`src/inc/sensor_status_turns_pkg.sv`:
```
// constants for the sensor status, temperature, field and rotation registers
package sensor_status_turns_pkg;
    localparam logic [7:0] WARN_OFFSET = 8'h26;
    localparam logic [7:0] TEMP_OFFSET = 8'h28;
    localparam logic [7:0] FIELD_OFFSET = 8'h2a;
    localparam logic [7:0] TURNS_OFFSET = 8'h2c;
    localparam logic [7:0] FRAC_OFFSET = 8'h2e;
    localparam logic [3:0] WARN_TAG = 4'hb;
    localparam logic [3:0] TEMP_TAG = 4'hf;
    localparam logic [3:0] FIELD_TAG = 4'he;
    localparam logic [1:0] TURNS_TAG = 2'h3;
    localparam logic FRAC_TAG = 1'b1;
    // warning bit positions in the low half of the warning register
    localparam int TEMP_RANGE_BIT = 6;
    localparam int EEPROM_CORR_BIT = 5;
    localparam int SAT_BIT = 4;
    localparam int STEP_BIT = 3;
    localparam int OVERRUN_BIT = 2;
    localparam int FIELD_HIGH_BIT = 1;
    localparam int OVERFLOW_BIT = 0;
    localparam int WARN_BITS = 7;
    // temperature limits in eighths of a degree relative to 25 C
    localparam logic signed [15:0] TEMP_MIN = 16'shfd58;
    localparam logic signed [15:0] TEMP_MAX = 16'sh04d8;
    // 135 degrees in 4096ths of a turn
    localparam int STEP_DEG = 135;
    localparam logic [11:0] STEP_LIMIT = 12'((STEP_DEG * 4096) / 360);
    localparam int CLOCK_PERIOD_NS = 100;
    localparam int UPDATE_PERIOD_NS = 64000;
    localparam int FIELD_PERIOD_NS = 128000;
    localparam int UPDATE_CYCLES = UPDATE_PERIOD_NS / CLOCK_PERIOD_NS;
    localparam int FIELD_CYCLES = FIELD_PERIOD_NS / CLOCK_PERIOD_NS;
    localparam int ACCUM_BITS = 21;
endpackage

```
`src/hdl/sensor_status_turns_regs.sv`:
```
// status, temperature, field and rotation counter registers of the angle sensor
`timescale 1ns/1ps
module sensor_status_turns_regs #(
    parameter int SAT_SOURCES = 4
) (
    input wire logic clock,
    input wire logic rst_b,
    input wire logic [7:0] reg_addr,
    input wire logic [15:0] reg_wdata,
    input wire logic reg_wr,
    input wire logic reg_rd,
    output logic [15:0] reg_rdata,
    input wire logic signed [15:0] temp_raw,
    input wire logic [11:0] field_gauss,
    input wire logic [11:0] field_high_limit,
    input wire logic [SAT_SOURCES-1:0] sat_sources,
    input wire logic eeprom_load_done,
    input wire logic eeprom_single_err,
    input wire logic ext_start,
    input wire logic ext_done,
    input wire logic [11:0] angle_pll,
    input wire logic [11:0] angle_zcd,
    input wire logic rotation_source_select,
    input wire logic eighth_turn_resolution,
    input wire logic [6:0] warn_mask,
    input wire logic err_unmasked_any,
    input wire logic warn_upper_unmasked_any,
    output logic error_summary
);

    localparam int AB = sensor_status_turns_pkg::ACCUM_BITS;

    // odd parity bit over the fifteen other bits of a word
    function automatic logic odd_parity(input logic [14:0] bits);
        odd_parity = ~(^bits);
    endfunction

    function automatic logic [15:0] turns_word(input logic src, input logic [11:0] cnt);
        logic [14:0] rest;
        rest = {sensor_status_turns_pkg::TURNS_TAG, src, cnt};
        turns_word = {rest[14:12], odd_parity(rest), rest[11:0]};
    endfunction

    // update and field refresh ticks
    logic [10:0] upd_cnt_q;
    logic [10:0] fld_cnt_q;
    logic upd_tick;
    logic fld_tick;

    assign upd_tick = (upd_cnt_q == 11'(sensor_status_turns_pkg::UPDATE_CYCLES - 1));
    assign fld_tick = (fld_cnt_q == 11'(sensor_status_turns_pkg::FIELD_CYCLES - 1));

    always_ff @(posedge clock or negedge rst_b) begin
        if (!rst_b) begin
            upd_cnt_q <= 11'h000;
        end else if (upd_tick) begin
            upd_cnt_q <= 11'h000;
        end else begin
            upd_cnt_q <= upd_cnt_q + 11'h001;
        end
    end

    always_ff @(posedge clock or negedge rst_b) begin
        if (!rst_b) begin
            fld_cnt_q <= 11'h000;
        end else if (fld_tick) begin
            fld_cnt_q <= 11'h000;
        end else begin
            fld_cnt_q <= fld_cnt_q + 11'h001;
        end
    end

    // temperature clamp
    logic temp_low;
    logic temp_high;
    logic [11:0] temp_d;
    logic [11:0] temp_q;

    assign temp_low = temp_raw < sensor_status_turns_pkg::TEMP_MIN;
    assign temp_high = temp_raw > sensor_status_turns_pkg::TEMP_MAX;

    always_comb begin
        if (temp_low) begin
            temp_d = sensor_status_turns_pkg::TEMP_MIN[11:0];
        end else if (temp_high) begin
            temp_d = sensor_status_turns_pkg::TEMP_MAX[11:0];
        end else begin
            temp_d = temp_raw[11:0];
        end
    end

    always_ff @(posedge clock or negedge rst_b) begin
        if (!rst_b) begin
            temp_q <= 12'h000;
        end else begin
            temp_q <= temp_d;
        end
    end

    // field strength sampled once per refresh period
    logic [11:0] field_q;
    logic field_high;

    assign field_high = fld_tick && (field_gauss > field_high_limit);

    always_ff @(posedge clock or negedge rst_b) begin
        if (!rst_b) begin
            field_q <= 12'h000;
        end else if (fld_tick) begin
            field_q <= field_gauss;
        end
    end

    // extended access tracking
    logic ext_busy_q;
    logic ext_overrun;

    assign ext_overrun = ext_start && ext_busy_q && !ext_done;

    always_ff @(posedge clock or negedge rst_b) begin
        if (!rst_b) begin
            ext_busy_q <= 1'b0;
        end else if (ext_start) begin
            ext_busy_q <= 1'b1;
        end else if (ext_done) begin
            ext_busy_q <= 1'b0;
        end
    end

    // absolute position accumulator, 4096 steps per rotation
    logic [11:0] angle_sel;
    logic [11:0] angle_prev_q;
    logic have_prev_q;
    logic [11:0] step;
    logic [11:0] step_abs;
    logic [AB:0] sum;
    logic [AB-1:0] accum_q;
    logic step_big;
    logic accum_ovf;

    // a late update from the slower path is tolerated: counting follows the select live
    assign angle_sel = rotation_source_select ? angle_pll : angle_zcd;
    assign step = angle_sel - angle_prev_q;
    assign step_abs = step[11] ? (12'h000 - step) : step;
    assign step_big = upd_tick && have_prev_q && (step_abs > sensor_status_turns_pkg::STEP_LIMIT);
    assign sum = {accum_q[AB-1], accum_q} + {{(AB - 11){step[11]}}, step};
    // leaving the 21-bit signed range means reaching +256 or passing -256 rotations
    assign accum_ovf = upd_tick && have_prev_q && (sum[AB] != sum[AB-1]);

    always_ff @(posedge clock or negedge rst_b) begin
        if (!rst_b) begin
            angle_prev_q <= 12'h000;
            have_prev_q <= 1'b0;
        end else if (upd_tick) begin
            angle_prev_q <= angle_sel;
            have_prev_q <= 1'b1;
        end
    end

    always_ff @(posedge clock or negedge rst_b) begin
        if (!rst_b) begin
            accum_q <= '0;
        end else if (upd_tick && have_prev_q) begin
            accum_q <= sum[AB-1:0];
        end
    end

    // rotation count and fraction views of the accumulator
    logic [11:0] turns_cnt;
    logic [10:0] frac_now;

    always_comb begin
        if (eighth_turn_resolution) begin
            turns_cnt = accum_q[20:9];
            frac_now = {2'h0, accum_q[8:0]};
        end else begin
            turns_cnt = {{2{accum_q[20]}}, accum_q[20:11]};
            frac_now = accum_q[10:0];
        end
    end

    // warning flags
    logic [6:0] warn_set;
    logic [6:0] warn_clr;
    logic [6:0] warn_q;

    always_comb begin
        warn_set = 7'h00;
        warn_set[sensor_status_turns_pkg::TEMP_RANGE_BIT] = temp_low || temp_high;
        warn_set[sensor_status_turns_pkg::EEPROM_CORR_BIT] = eeprom_load_done && eeprom_single_err;
        warn_set[sensor_status_turns_pkg::SAT_BIT] = |sat_sources;
        warn_set[sensor_status_turns_pkg::STEP_BIT] = step_big;
        warn_set[sensor_status_turns_pkg::OVERRUN_BIT] = ext_overrun;
        warn_set[sensor_status_turns_pkg::FIELD_HIGH_BIT] = field_high;
        warn_set[sensor_status_turns_pkg::OVERFLOW_BIT] = accum_ovf;
    end

    // write one to clear
    assign warn_clr = (reg_wr && reg_addr == sensor_status_turns_pkg::WARN_OFFSET) ?
        reg_wdata[6:0] : 7'h00;

    always_ff @(posedge clock or negedge rst_b) begin
        if (!rst_b) begin
            warn_q <= 7'h00;
        end else begin
            // a new event wins over a clear in the same cycle
            warn_q <= (warn_q & ~warn_clr) | warn_set;
        end
    end

    logic summary_d;

    assign summary_d = err_unmasked_any || warn_upper_unmasked_any || |(warn_q & ~warn_mask);

    always_ff @(posedge clock or negedge rst_b) begin
        if (!rst_b) begin
            error_summary <= 1'b0;
        end else begin
            error_summary <= summary_d;
        end
    end

    // fraction capture on a count read
    logic turns_rd;
    logic frac_rd;
    logic [10:0] frac_q;
    logic lat_q;

    assign turns_rd = reg_rd && (reg_addr == sensor_status_turns_pkg::TURNS_OFFSET);
    assign frac_rd = reg_rd && (reg_addr == sensor_status_turns_pkg::FRAC_OFFSET);

    always_ff @(posedge clock or negedge rst_b) begin
        if (!rst_b) begin
            frac_q <= 11'h000;
        end else if (turns_rd) begin
            frac_q <= frac_now;
        end
    end

    always_ff @(posedge clock or negedge rst_b) begin
        if (!rst_b) begin
            lat_q <= 1'b0;
        end else if (turns_rd) begin
            lat_q <= 1'b1;
        end else if (frac_rd) begin
            lat_q <= 1'b0;
        end
    end

    // read mux
    logic [15:0] rdata_d;
    logic [14:0] frac_rest;

    assign frac_rest = {sensor_status_turns_pkg::FRAC_TAG, lat_q, 1'b0, 1'b0, frac_q};

    always_comb begin
        case (reg_addr)
            sensor_status_turns_pkg::WARN_OFFSET: begin
                rdata_d = {sensor_status_turns_pkg::WARN_TAG, 5'h00, warn_q};
            end
            sensor_status_turns_pkg::TEMP_OFFSET: begin
                rdata_d = {sensor_status_turns_pkg::TEMP_TAG, temp_q};
            end
            sensor_status_turns_pkg::FIELD_OFFSET: begin
                rdata_d = {sensor_status_turns_pkg::FIELD_TAG, field_q};
            end
            sensor_status_turns_pkg::TURNS_OFFSET: begin
                rdata_d = turns_word(rotation_source_select, turns_cnt);
            end
            sensor_status_turns_pkg::FRAC_OFFSET: begin
                rdata_d = {frac_rest[14:12], odd_parity(frac_rest), frac_rest[11:0]};
            end
            default: begin
                rdata_d = 16'h0000;
            end
        endcase
    end

    always_ff @(posedge clock or negedge rst_b) begin
        if (!rst_b) begin
            reg_rdata <= 16'h0000;
        end else if (reg_rd) begin
            reg_rdata <= rdata_d;
        end else begin
            reg_rdata <= 16'h0000;
        end
    end

endmodule

```
`config.mk`:
```
export PLATFORM = sky130hd
export DESIGN_NAME = sensor_status_turns_regs
export DESIGN_NICKNAME = d
export VERILOG_FILES = /design/src/inc/sensor_status_turns_pkg.sv /design/src/hdl/sensor_status_turns_regs.sv
export SDC_FILE = /design/constraint.sdc
export NUM_CORES = 1
export LEC_CHECK = 0
export BUFFER_PORTS_ARGS = -buffer_cell sky130_fd_sc_hd__buf_4
export CELL_PAD_IN_SITES_DETAIL_PLACEMENT = 1
export CELL_PAD_IN_SITES_GLOBAL_PLACEMENT = 2
export CORE_MARGIN = 4
export CORE_UTILIZATION = 31
export DETAILED_ROUTE_END_ITERATION = 16
export GPL_TIMING_DRIVEN = 0
export PLACE_DENSITY_LB_ADDON = 0.3
export SETUP_SLACK_MARGIN = 0.1
export SLEW_MARGIN = 40
export SYNTH_ARGS = -nofsm -noshare
export SYNTH_HDL_FRONTEND = slang
export SYNTH_SLANG_ARGS = --single-unit
```
`constraint.sdc`:
```
create_clock -name clock -period 4.3 [get_ports clock]
set_clock_uncertainty 0.2 [all_clocks]
set_input_delay 0.215 -clock clock [delete_from_list [all_inputs] [get_ports clock]]
set_output_delay 0.215 -clock clock [all_outputs]
set_load 0.03 [all_outputs]
```
==> flow_summary.json <==
{
  "status": "finished clean",
  "dieHeight_um": 161,
  "ant_nets": 0,
  "final_nets": 1165,
  "post-place-ws_ns": -0.772,
  "ys.flop_type": "dfrtp_1",
  "register_area_um2": 2930,
  "clk_pin_slew_ns": 0.06,
  "drt_wl_total_um": 22300,
  "synth_edf_count": 0,
  "synth.area.top_cells": "dfrtp_1 40%, ha_1 8.6%, nand2_1 6.1%, xnor2_1 4.7%, mux2_2 4.2%",
  "dieArea_um2": 26000,
  "critical_path.slowest_cell": "ha_1",
  "async_flop_share_pct": 100,
  "hold_viol": 0,
  "powerDensity_nw_per_um2": 313,
  "setup_viol": 0,
  "synth_top_area_cell": "dfrtp_1",
  "ys_seq_area_share_pct": 40.3,
  "cts_max_path_buffers": 2,
  "via_per_inst": 4.91,
  "ir_drop_mv": 0.225,
  "fmax_mhz": 244,
  "final_cell_mix": "130 x buf_4, 119 x nand2_1, 117 x dfrtp_1, 59 x dlygate4sd3_1, 52 x o21ai_0",
  "drc": 0,
  "clk_latency_ns": 0.43,
  "placedCellCount": 1220,
  "slowest_delay_ns": 0.36,
  "cpMostUsedCell": "a21oi_2",
  "clock-root-buffer": "clkbuf_16",
  "overflow": 0,
  "netlist_instances": 791,
  "syn_to_final_growth_pct": 40.9,
  "final-instance-count-excl-fill": 1327,
  "pwr-share-comb_pct": 19.8,
  "arrival_ns": 4.17,
  "avgRoutedWirePerCell_um": 16.8,
  "layout.filler_cells": 2630,
  "hp-start": "reg_wdata[3]",
  "drive_above_1_share_pct": 23.5,
  "finalWorstSetupSlack_ns": 0.209,
  "rsz0062_at_grt": "yes",
  "power_frac_seq_pct": 35.4,
  "synth_area_per_cell_um2": 9.19,
  "crit_type": "reg -> reg",
  "first_iter_violations": 302,
  "io_buffers": 115,
  "slew_violations": 0,
  "utilization_pct": 44.8,
  "vias": 6513,
  "synth_nets": 954,
  "swShare_pct": 26.8,
  "dp_hpwl_um": 16300,
  "period_needed_ns": 4.09,
  "grt_pass1_vias": 6983,
  "grt.total_usage_pct": 17.4,
  "worstMarginPinSlew_ns": 0.651,
  "maxCapViolations": 0,
  "cts_max_level": 4,
  "r2r-end": "warn_q[0]$_DFF_PN0_",
  "internal_power_mw": 2.35,
  "finalSetupTns_ns": 0,
  "leakagePower_nw": 4.69,
  "synth_top_area_share_pct": 40.3,
  "coreArea_um2": 22800,
  "multiInputGateArea_um2": 4410,
  "ff2ff_setup_slack_ns": 0.21,
  "antenna_cells": 0,
  "place.gp.congestion": 0.794,
  "r2r_cells": 16,
  "synth_seq_cells": 117,
  "crit_required_ns": 4.38,
  "min_to": "warn_q[3]$_DFF_PN0_",
  "yosys_warnings": 0,
  "ios": 128,
  "switchingPower_uw": 861,
  "cts.sinks": 117,
  "antenna_found_initial": 0,
  "grt_pass1_wl_um": 36400,
  "synth_cell_types": 55,
  "rows": 55,
  "finalCritPeriodShare_pct": 95.1,
  "start_kind": "flop",
  "firstDrtPassIters": 4,
  "cp_cell_sequence": "ha_2 > inv_2 > fa_2 > a21o_1 > a21oi_2 > xnor2_1 > ha_1 > and3_1 > a221oi_4 > a211o_1 > a31oi_4 > o21ai_2 > a21oi_2 > nor3b_2 > a211oi_2 > o21ai_1",
  "netlist_area_um2": 7270,
  "pwr-share-clk_pct": 44.9,
  "cts_buffers": 17,
  "holdWs_ns": 0.0199,
  "endpoint_kind": "flop",
  "final_common_cell": "buf_4",
  "die_w_um": 161,
  "start_util_pct": 31.8,
  "reg2reg_from": "angle_prev_q[0]$_DFFE_PN0N_",
  "cts_tree": "done",
  "hold_depth": 3,
  "relSlewSlack_pct": 56.2,
  "grt_start_max_net_pins": 65,
  "cp_max_fo": 5,
  "min_path_type": "in -> reg"
}
==> power groups by stage <==
stage	sequential [mW]	combinational, mW	clock (mW)
6_report	1.13	0.635	1.44
5_1_grt	1.14	0.703	1.52
4_1_cts	1.13	0.600	1.48
3_5_place_dp	1.15	0.529	0
3_3_place_gp	1.15	0.521	0
2_1_floorplan	1.15	0.341	0
==> timing repair <==
item                                    4_1_cts  5_1_grt
hold buffers                                 59        0
gates cloned                                  0        0
setup buffers                                 5       12
endpoints found under the setup margin        8        5
endpoints found under the hold margin       164        0
gates resized for setup                      18       25
pin swaps                                     8       23
==> logic make-up after synthesis <==
group                      after synthesis  synth area share, %
adders and majority gates               52                 9.15
DFF                                    117                 40.3
muxes                                   37                 5.56
AOI/OAI and AO/OA                      180                 15.8
xor gates and xnor gates                65                 7.83
buffers and inverters                   70                 3.61
and+or+nand+nor                        270                 17.8
==> state kept, by name, indices dropped and copies added, names as in the netlist <==
name / count
error_summary: 1
frac_q: 11
upd_cnt_q: 11
reg_rdata: 16
angle_prev_q: 12
warn_q: 7
have_prev_q: 1
fld_cnt_q: 11
accum_q: 21
lat_q: 1
temp_q: 12
ext_busy_q: 1
field_q: 12
==> per-stage QoR <==
| stage | power [mW] | cell area, um2 |
|---|---|---|
| 5_1_grt | 3.36 | 10200 |
| 2_1_floorplan | 1.49 | 7430 |
| 4_1_cts | 3.21 | 10000 |
| 6_report | 3.21 | 10200 |
| 3_3_place_gp | 1.67 | 8680 |
| 3_5_place_dp | 1.68 | 8720 |
==> synthesized netlist by cell type, drive strengths merged (6+ instances only) <==
cell type and instances:
a21o 20, clkbuf 24, a222oi 11, dfrtp 117
nor4 10, o21ai 61, a211oi 12, nand2 119
or3 12, nand2b 18, mux2i 10, xnor2 39
ha 50, and3 9, nand3 14, mux2 27
nor2b 6, nor3 8, xor2 26, nor2 41
a21oi 40, and2 12, nand4 10, inv 46
==> layer usage <==
layer,share of wire [%],GRT usage [%],up-vias
met1,46,22.9,3183
met3,3.6,3.44,16
li1,-,-,3205
met4,1.2,4.46,0
met5,0,0,-
met2,49,29.5,109
==> critical path, delay by kind of cell, from the launching register on <==
family	cells	cell delay [ns]
buffers and inverters	1	0.04
DFF	1	0.35
xor gates and xnor gates	1	0.23
adders and majority gates	3	0.89
and+or+nand+nor	2	0.41
AOI/OAI and AO/OA	9	1.82
==> how the worst max path moves through the flow <==
stage | start | to | slack (ns) | cells past startpoint
floorplan | rotation_source_select | warn_q[0]$_DFF_PN0_ | 0.08 | 20
global placement | rotation_source_select | accum_q[19]$_DFFE_PN0P_ | -0.75 | 20
detailed placement | rotation_source_select | accum_q[19]$_DFFE_PN0P_ | -0.77 | 20
CTS | rotation_source_select | warn_q[0]$_DFF_PN0_ | 0.11 | 21
global route | angle_prev_q[0]$_DFFE_PN0N_ | warn_q[0]$_DFF_PN0_ | -0.03 | 17
finish | angle_prev_q[0]$_DFFE_PN0N_ | warn_q[0]$_DFF_PN0_ | 0.21 | 16
==> layout make-up <==
type,count,share of cell area [%]
buffer,24,1.20
clock buffer,18,4.19
clock inverter,13,1.56
inverter,46,1.76
multi-input combinational,604,43.0
sequential,117,28.6
tap,313,3.82
timing repair buffer,192,15.9
Note: power is estimated with default switching activity, not from simulation.
